--- src/rtl/cic_pkg.sv ---
/*
  constants, register map and state type for the core interrupt control block.
  assumes a single 40 MHz clock and an APB master with 32-bit data.
*/
package cic_pkg;

  // ************************************************************
  // timing
  // ************************************************************
  localparam int unsigned CLK_PERIOD_NS = 25;
  // instruction_cycle_time, in ns
  localparam int unsigned TCY_NS = 100;
  localparam int unsigned QUARTERS_PER_TCY = TCY_NS / CLK_PERIOD_NS;
  // whole instruction cycles from the first_quarter_phase sample to service start
  localparam int unsigned SERVICE_DELAY_TCY = 3;

  localparam logic [1:0] QPH_FIRST = 2'h0;
  localparam logic [1:0] QPH_STEP = 2'h1;
  localparam logic [1:0] QPH_FOURTH = 2'(QUARTERS_PER_TCY - 1);
  localparam logic [1:0] DLY_ZERO = 2'h0;
  localparam logic [1:0] DLY_STEP = 2'h1;
  localparam logic [1:0] DLY_LAST = 2'(SERVICE_DELAY_TCY - 1);

  // ************************************************************
  // register map, byte addresses
  // ************************************************************
  localparam logic [7:0] ADDR_CTRL = 8'h00;
  localparam logic [7:0] ADDR_PINS = 8'h04;
  localparam logic [7:0] ADDR_EVT_STATUS = 8'h08;
  localparam logic [7:0] ADDR_EVT_MASK = 8'h0c;

  // irq_control_reg bit positions
  localparam int unsigned CTRL_GLOBAL_EN = 7;
  localparam int unsigned CTRL_PERIPH_EN = 6;
  localparam int unsigned CTRL_T0_EN = 5;
  localparam int unsigned CTRL_EXT_EN = 4;
  localparam int unsigned CTRL_PC_EN = 3;
  localparam int unsigned CTRL_T0_FLAG = 2;
  localparam int unsigned CTRL_EXT_FLAG = 1;
  localparam int unsigned CTRL_PC_FLAG = 0;
  localparam logic [7:0] CTRL_RESET = 8'h00;
  localparam logic [7:0] CTRL_STORE_MASK = 8'hfe;

  // per_pin_change_flags
  localparam int unsigned NUM_PINS = 6;
  localparam logic [7:0] PINS_MASK = 8'h3f;

  // event status and mask bit positions
  localparam int unsigned EVT_T0 = 0;
  localparam int unsigned EVT_EXT = 1;
  localparam int unsigned EVT_PC = 2;
  localparam int unsigned EVT_SVC = 3;
  localparam logic [7:0] EVT_VALID = 8'h0f;

  localparam logic [7:0] BYTE_ZERO = 8'h00;
  localparam logic [23:0] PAD_ZERO = 24'h00_0000;
  localparam logic [31:0] WORD_ZERO = 32'h0000_0000;

  typedef enum logic {
    CIC_IDLE,
    CIC_COUNT
  } cic_state_t;

endpackage

--- src/rtl/cic_sync3.sv ---
/*
  three-stage synchroniser with agreement filter for one pin.
  assumes the pin is asynchronous to ref_clk; rstn is synchronous.
*/
module cic_sync3
  import cic_pkg::*;
(
  input wire logic ref_clk,
  input wire logic rstn,
  input wire logic async_in,
  output logic level,
  output logic rise
);

  // ************************************************************
  // stages
  // ************************************************************
  logic meta;
  logic stage2;
  logic stage3;
  logic next_level;

  // only stage2 looks at the metastable flop
  always_ff @(posedge ref_clk) begin
    if (!rstn) begin
      meta <= 1'b0;
      stage2 <= 1'b0;
      stage3 <= 1'b0;
      level <= 1'b0;
    end else begin
      meta <= async_in;
      stage2 <= meta;
      stage3 <= stage2;
      level <= next_level;
    end
  end

  // a change counts once two settled stages agree
  assign next_level = (stage2 == stage3) ? stage3 : level;
  assign rise = next_level & ~level;

endmodule

--- src/rtl/cic_core_irq_ctrl.sv ---
/*
  core interrupt control: irq_control_reg, pin-change flags, event status,
  quarter-phase sequencing and the request towards the processor core.
  assumes an APB master on ref_clk, timer and pin-change events as one-cycle
  pulses from logic on ref_clk, and the external interrupt as a raw pin.
*/
// Added by the designer: the register addresses and register access over APB.
// Summary of operation
// - flags set regardless of any enable
// - peripheral requests need peripheral group enable
// - summary flag read-only, OR of pin flags
// - external flag sampled at each first quarter
// - asynchronous event latency three to five cycles
// - synchronous event latency three to four cycles
// - latency independent of instruction length
// - external flag set in fourth-to-first quarter
module cic_core_irq_ctrl
  import cic_pkg::*;
(
  input wire logic ref_clk,
  input wire logic rstn,
  input wire logic psel,
  input wire logic penable,
  input wire logic pwrite,
  input wire logic [7:0] paddr,
  input wire logic [31:0] pwdata,
  input wire logic [3:0] pstrb,
  output logic [31:0] prdata,
  output logic pready,
  output logic pslverr,
  input wire logic ext_pin,
  input wire logic timer_zero_overflow,
  input wire logic [NUM_PINS-1:0] pin_change_events,
  input wire logic periph_irq_req,
  output logic irq,
  output logic core_irq_pending,
  output logic irq_service_start,
  output logic [1:0] quarter_phase
);

  // ************************************************************
  // helpers
  // ************************************************************
  // sticky update where a hardware set beats a same-cycle clear
  function automatic logic [7:0] set_wins(
    input logic [7:0] cur,
    input logic [7:0] set,
    input logic [7:0] clr
  );
    return (cur & ~clr) | set;
  endfunction

  // ************************************************************
  // state
  // ************************************************************
  logic [7:0] irq_control_reg;
  logic [7:0] per_pin_change_flags;
  logic [7:0] evt_status;
  logic [7:0] evt_mask;
  logic ext_hold;
  cic_state_t state;
  logic [1:0] dly_cnt;

  logic [7:0] next_ctrl;
  logic [7:0] next_pins;
  logic [7:0] next_status;
  logic [7:0] next_mask;
  logic next_ext_hold;
  cic_state_t next_state;
  logic [1:0] next_dly_cnt;
  logic [1:0] next_phase;
  logic [31:0] next_prdata;
  logic next_pslverr;
  logic next_irq;

  // ************************************************************
  // quarter phases
  // ************************************************************
  wire logic first_quarter_phase;
  wire logic fourth_quarter_phase;
  wire logic ext_window;

  assign first_quarter_phase = quarter_phase == QPH_FIRST;
  assign fourth_quarter_phase = quarter_phase == QPH_FOURTH;
  assign ext_window = first_quarter_phase | fourth_quarter_phase;
  // phases run from reset on, whether or not a request is waiting
  assign next_phase = fourth_quarter_phase ? QPH_FIRST : quarter_phase + QPH_STEP;

  // ************************************************************
  // external pin
  // ************************************************************
  wire logic ext_rise;
  wire logic ext_set;

  cic_sync3 u_ext_sync (
    .ref_clk(ref_clk),
    .rstn(rstn),
    .async_in(ext_pin),
    .level(),
    .rise(ext_rise)
  );

  // rising edges only; a pin held high raises one event
  // an edge outside the window waits for the next fourth quarter
  assign ext_set = ext_window & (ext_rise | ext_hold);
  assign next_ext_hold = (ext_hold | ext_rise) & ~ext_window;

  // ************************************************************
  // APB decode
  // ************************************************************
  wire logic apb_setup;
  wire logic apb_access;
  wire logic wr_en;
  wire logic sel_ctrl;
  wire logic sel_pins;
  wire logic sel_status;
  wire logic sel_mask;
  wire logic addr_hit;
  wire logic wr_ctrl;
  wire logic wr_pins;
  wire logic wr_status;
  wire logic wr_mask;
  wire logic [7:0] wbyte;

  assign apb_setup = psel & ~penable;
  assign apb_access = psel & penable;
  // registers are one byte wide, so only lane 0 carries a write
  assign wr_en = apb_access & pwrite & pstrb[0];
  assign wbyte = pwdata[7:0];
  assign sel_ctrl = paddr == ADDR_CTRL;
  assign sel_pins = paddr == ADDR_PINS;
  assign sel_status = paddr == ADDR_EVT_STATUS;
  assign sel_mask = paddr == ADDR_EVT_MASK;
  assign addr_hit = sel_ctrl | sel_pins | sel_status | sel_mask;
  assign wr_ctrl = wr_en & sel_ctrl;
  assign wr_pins = wr_en & sel_pins;
  assign wr_status = wr_en & sel_status;
  assign wr_mask = wr_en & sel_mask;

  // zero wait states; read data is captured in the setup cycle
  assign pready = 1'b1;

  // ************************************************************
  // flags and enables
  // ************************************************************
  wire logic pc_summary;
  wire logic [7:0] ctrl_view;
  wire logic [7:0] ctrl_base;
  wire logic [7:0] ctrl_hw_set;
  wire logic [7:0] ctrl_hw_clr;
  wire logic [7:0] pins_set;
  wire logic [7:0] pins_clr;
  wire logic svc_fire;
  wire logic [7:0] pin_events_wide;
  wire logic pin_event_any;

  assign pc_summary = |per_pin_change_flags;
  assign ctrl_view = {irq_control_reg[7:1], pc_summary};
  // writes to the summary bit are dropped by the store mask
  assign ctrl_base = (wr_ctrl ? wbyte : irq_control_reg) & CTRL_STORE_MASK;
  // flags set whatever the enables say
  assign ctrl_hw_set = (8'(timer_zero_overflow) << CTRL_T0_FLAG)
                     | (8'(ext_set) << CTRL_EXT_FLAG);
  // vectoring drops the global enable so the core is not re-entered
  assign ctrl_hw_clr = 8'(svc_fire) << CTRL_GLOBAL_EN;
  assign next_ctrl = set_wins(ctrl_base, ctrl_hw_set, ctrl_hw_clr);

  // pin flags clear by writing zero; a new change beats the clear
  assign pin_events_wide = 8'(pin_change_events);
  assign pin_event_any = |pin_change_events;
  assign pins_set = pin_events_wide;
  assign pins_clr = wr_pins ? ~wbyte : BYTE_ZERO;
  assign next_pins = set_wins(per_pin_change_flags, pins_set, pins_clr) & PINS_MASK;

  // ************************************************************
  // request path
  // ************************************************************
  wire logic t0_req;
  wire logic ext_req;
  wire logic pc_req;
  wire logic periph_req;
  wire logic pend_now;
  wire logic dly_done;

  assign t0_req = irq_control_reg[CTRL_T0_EN] & irq_control_reg[CTRL_T0_FLAG];
  assign ext_req = irq_control_reg[CTRL_EXT_EN] & irq_control_reg[CTRL_EXT_FLAG];
  assign pc_req = irq_control_reg[CTRL_PC_EN] & pc_summary;
  assign periph_req = irq_control_reg[CTRL_PERIPH_EN] & periph_irq_req;
  assign pend_now = irq_control_reg[CTRL_GLOBAL_EN]
                  & (t0_req | ext_req | pc_req | periph_req);
  assign dly_done = dly_cnt == DLY_LAST;
  // counted in first quarters only, so instruction length cannot matter
  assign svc_fire = (state == CIC_COUNT) & first_quarter_phase & pend_now & dly_done;

  // a request that drops at a first quarter aborts; no late start
  // sample at each first quarter, then wait whole instruction cycles
  always_comb begin
    next_state = state;
    next_dly_cnt = dly_cnt;
    unique case (state)
      CIC_IDLE: begin
        if (first_quarter_phase & pend_now) begin
          next_state = CIC_COUNT;
          next_dly_cnt = DLY_ZERO;
        end
      end
      CIC_COUNT: begin
        if (first_quarter_phase) begin
          if (!pend_now || dly_done) begin
            next_state = CIC_IDLE;
          end else begin
            next_dly_cnt = dly_cnt + DLY_STEP;
          end
        end
      end
    endcase
  end

  // ************************************************************
  // event status and interrupt
  // ************************************************************
  wire logic [7:0] evt_set;
  wire logic [7:0] evt_clr;

  assign evt_set = (8'(timer_zero_overflow) << EVT_T0)
                 | (8'(ext_set) << EVT_EXT)
                 | (8'(pin_event_any) << EVT_PC)
                 | (8'(svc_fire) << EVT_SVC);
  assign evt_clr = wr_status ? wbyte : BYTE_ZERO;
  assign next_status = set_wins(evt_status, evt_set, evt_clr) & EVT_VALID;
  assign next_mask = (wr_mask ? wbyte : evt_mask) & EVT_VALID;
  assign next_irq = |(next_status & next_mask);

  // ************************************************************
  // read path
  // ************************************************************
  // reads have no side effects, so polling the flags is safe
  logic [7:0] read_byte;

  always_comb begin
    read_byte = BYTE_ZERO;
    if (sel_ctrl) begin
      read_byte = ctrl_view;
    end else if (sel_pins) begin
      read_byte = per_pin_change_flags;
    end else if (sel_status) begin
      read_byte = evt_status;
    end else if (sel_mask) begin
      read_byte = evt_mask;
    end
  end

  assign next_prdata = (apb_setup & ~pwrite) ? {PAD_ZERO, read_byte} : WORD_ZERO;
  assign next_pslverr = apb_setup & ~addr_hit;

  // ************************************************************
  // registers
  // ************************************************************
  always_ff @(posedge ref_clk) begin
    if (!rstn) begin
      irq_control_reg <= CTRL_RESET;
      per_pin_change_flags <= BYTE_ZERO;
      evt_status <= BYTE_ZERO;
      evt_mask <= BYTE_ZERO;
      ext_hold <= 1'b0;
      quarter_phase <= QPH_FIRST;
    end else begin
      irq_control_reg <= next_ctrl;
      per_pin_change_flags <= next_pins;
      evt_status <= next_status;
      evt_mask <= next_mask;
      ext_hold <= next_ext_hold;
      quarter_phase <= next_phase;
    end
  end

  always_ff @(posedge ref_clk) begin
    if (!rstn) begin
      state <= CIC_IDLE;
      dly_cnt <= DLY_ZERO;
      core_irq_pending <= 1'b0;
      irq_service_start <= 1'b0;
    end else begin
      state <= next_state;
      dly_cnt <= next_dly_cnt;
      core_irq_pending <= next_state == CIC_COUNT;
      irq_service_start <= svc_fire;
    end
  end

  always_ff @(posedge ref_clk) begin
    if (!rstn) begin
      prdata <= WORD_ZERO;
      pslverr <= 1'b0;
      irq <= 1'b0;
    end else begin
      prdata <= next_prdata;
      pslverr <= next_pslverr;
      irq <= next_irq;
    end
  end

endmodule

--- config.mk ---
export PLATFORM = sky130hd
export DESIGN_NAME = cic_core_irq_ctrl
export DESIGN_NICKNAME = d
export VERILOG_FILES = /design/src/rtl/cic_pkg.sv /design/src/rtl/cic_sync3.sv /design/src/rtl/cic_core_irq_ctrl.sv
export SDC_FILE = /design/constraint.sdc
export NUM_CORES = 1
export LEC_CHECK = 0
export BUFFER_PORTS_ARGS = -buffer_cell sky130_fd_sc_hd__buf_2
export CORE_ASPECT_RATIO = 0.7
export CORE_UTILIZATION = 45
export CTS_CLUSTER_SIZE = 8
export DETAILED_ROUTE_END_ITERATION = 12
export GPL_TIMING_DRIVEN = 0
export PLACE_DENSITY = 0.87
export SLEW_MARGIN = 20
export SYNTH_ARGS = -nofsm -noshare
export SYNTH_HDL_FRONTEND = slang
export SYNTH_SLANG_ARGS = --single-unit
--- constraint.sdc ---
create_clock -name ref_clk -period 2 [get_ports ref_clk]
set_clock_uncertainty 0.1 [all_clocks]
set_input_delay 0 -clock ref_clk [delete_from_list [all_inputs] [get_ports ref_clk]]
set_output_delay 0 -clock ref_clk [all_outputs]
set_load 0.1 [all_outputs]
==> results.toml <==
[timing]
report.final.slew_viol_count = 0
clock.fmax_ghz = 0.487
tightest_slew_ns = 0.618
fin_crit_sh = 1.03
setup_viol = 1
setup_slack_ns = -0.0539
finalHoldViolCount = 0
setup-tns-final_ns = -0.0539
hold_ws_ns = 0.00937
rsz0062_at_grt = "true"
period_minus_slack_ns = 2.05
relSlewSlack = 0.588

[clock_tree]
clkSinkCount = 42
cts_tree = "yes"
clk_latency_ns = 0.30
cts_inserted_buffers = 5
clockBufferDepth = 2
post_cts_buffers = 0
htreeDepth = 2
root_buffer = "clkbuf_8"
cts.clk_slew.worst_paths_ns = 0.07

[global_routing]
grt_pass1_wl_um = 7070
track_usage = 0.210
grt_max_degree = 13
antenna_found_initial = 0
grt_overflow = 0
grt_pass1_vias = 1544

[setup_path]
cp.required_ns = 2.09
crit_fanout = 3
worstSetupStartpoint = "per_pin_change_flags[2]"
path_cells = "or4_4, or3_4, mux4_2, nor2b_4"
regToRegStartpoint = "per_pin_change_flags[2]"
crit_slowest_cell = "or4_4"
critPathMaxStageDelay_ns = 0.55
endpoint_kind = "flop"
path_class = "flop to flop"
path_delay_family = "simple AND/OR/NAND/NOR gates"
cp_num_buf_inv = 0
worstPathArrival_ns = 2.15
critPathLaunchType = "flop"

[yosys]
yosysWarnings = 0
async_reset_ff_frac = 0
synth_edf_count = 0
avgSynthCellArea_um2 = 9.81
syn_inst = 199
netlist_area_mm2 = 0.00195
seq_area_frac_synth = 0.431
synth.distinct_cells = 44
synthTopCellsByArea = "dfxtp_1 (43%), buf_4 (9.6%), mux2i_1 (6.7%)"
ys_ff_latch = 42
synthFlopType = "dfxtp_1"
synth_top_area_share = 0.431
netlist.top_cell.by_area = "dfxtp_1"

[final_layout]
finalNetCount = 359
drive_gt1_frac = 0.318
stdcell_count = 351
diodes = 0
area_growth_pct = 37.7
largest_reg_flops = 8

[power]
leakagePower_nw = 1.24
ir_worst_vdd_v = 0.000500
pwr_density_cell_mw_per_mm2 = 711

[drt]
wire_per_inst_um = 12.6
drt_iter0_drc = 92
routed_wl_um = 4430
vias_per_cell = 4.79
drc_errors = 0
detail-route-antenna-nets = 0
dr.pass1.iters = 6
num_vias = 1682

[place]
dpl.hpwl_um = 3170
place_inst = 318
gp_congestion = 0.918
portBuffers = 44

[flow_run]
drv_cap = 0

[die]
die_area_mm2 = 0.00461
num_rows = 19
start_util = 0.483
ioPinCount = 97
core_area_mm2 = 0.00404
die_h_um = 57.1
die_x_um = 80.7

[hold_path]
hp-start = "paddr[3]"
hold_path.class = "input port to flop"

[outcome]
violations = "setup timing"
run_status = "complete, but fails checks"
## Yosys cell counts (all sizes together) (3+ instances only)
| master | n |
|---|---|
| nor2b | 4 |
| o21ai | 3 |
| nand4 | 3 |
| inv | 12 |
| buf | 28 |
| nor3 | 6 |
| nand3b | 3 |
| mux2i | 13 |
| nor2 | 14 |
| mux4 | 4 |
| a21oi | 12 |
| ha | 3 |
| nand2 | 5 |
| dfxtp | 42 |
| o21a | 8 |
| and2 | 7 |
| clkbuf | 4 |
| o31ai | 3 |
## cells by family (layout without fill, tap and decap cells)
logic type / count (synthesis) / count (layout) / synth area share
other: 2 / 25 / 0.00385
muxes: 17 / 17 / 0.115
and+or+nand+nor: 56 / 56 / 0.174
buffers and inverters: 44 / 121 / 0.139
AOI/OAI and AO/OA: 35 / 35 / 0.119
DFF: 42 / 42 / 0.431
adders and majority gates: 3 / 3 / 0.0192
## metrics by stage
stage               utilization  total power [W]  worst slack (ns)  cell area (µm²)
floorplan                     -          0.00125             0.106             2040
finish                    0.665          0.00191           -0.0539             2690
global placement          0.576          0.00132           -0.0175             2330
global route              0.665          0.00199           -0.0593             2690
detailed placement        0.576          0.00132           -0.0156             2330
CTS                       0.660          0.00192           -0.0266             2670
## worst min-delay path, stage by stage
cell and delay (ns):
buf_2 0.12, nand3b_1 0.08, o32ai_1 0.09, nor2_1 0.08
## routing by layer
layer / track usage / wire [µm]
met5: 0 / 0
met4: 0.0765 / 43
met3: 0.0528 / 373
met2: 0.329 / 2010
met1: 0.281 / 2010
## final cells by class
class                           count  area (µm²)
Fill cell                         328        1350
Multi-Input combinational cell    136         941
Sequential cell                    42         846
Timing Repair Buffer               69         470
Buffer                             32         229
Clock buffer                        7        86.3
Tap cell                           52        65.1
Inverter                           12        45.0
Clock inverter                      1        5.00
## layout by cell type (no fill, tap or decap), drive strengths merged, types with 2 or more instances in the layout
master	instances
o21ai	3
ha	3
conb	25
nand4	3
or4	2
dfxtp	42
mux4	4
inv	12
nor2b	4
and2	7
nor3	6
or2	2
nand2b	2
o21a	8
buf	72
nand3b	3
a21o	2
mux2i	13
dlygate4sd3	25
nand2	5
or3	2
a21oi	12
o31ai	3
nor2	14
clkbuf	11
## worst paths after layout
check	end	slack, ns	depth (start not counted)
worst max register to register	prdata[0]	-0.05	4
worst max-delay path	prdata[0]	-0.05	4
worst min register to register	quarter_phase[0]	0.34	1
worst min-delay path	evt_status[0]	0.009	4
## what timing repair did
| action | in CTS | in global routing |
|---|---|---|
| setup endpoints to repair | 1 | 7 |
| resized for setup | 1 | 6 |
| hold endpoints to repair | 23 | 0 |
| hold buffers | 25 | 0 |
## report_power, final
| group | total (W) | internal (W) | switching (W) |
|---|---|---|---|
| sequential | 0.000877 | 0.000859 | 0.0000180 |
| clock | 0.000564 | 0.000279 | 0.000285 |
| combinational | 0.000471 | 0.000139 | 0.000332 |
No activity file was read; power rests on OpenSTA's default activity.
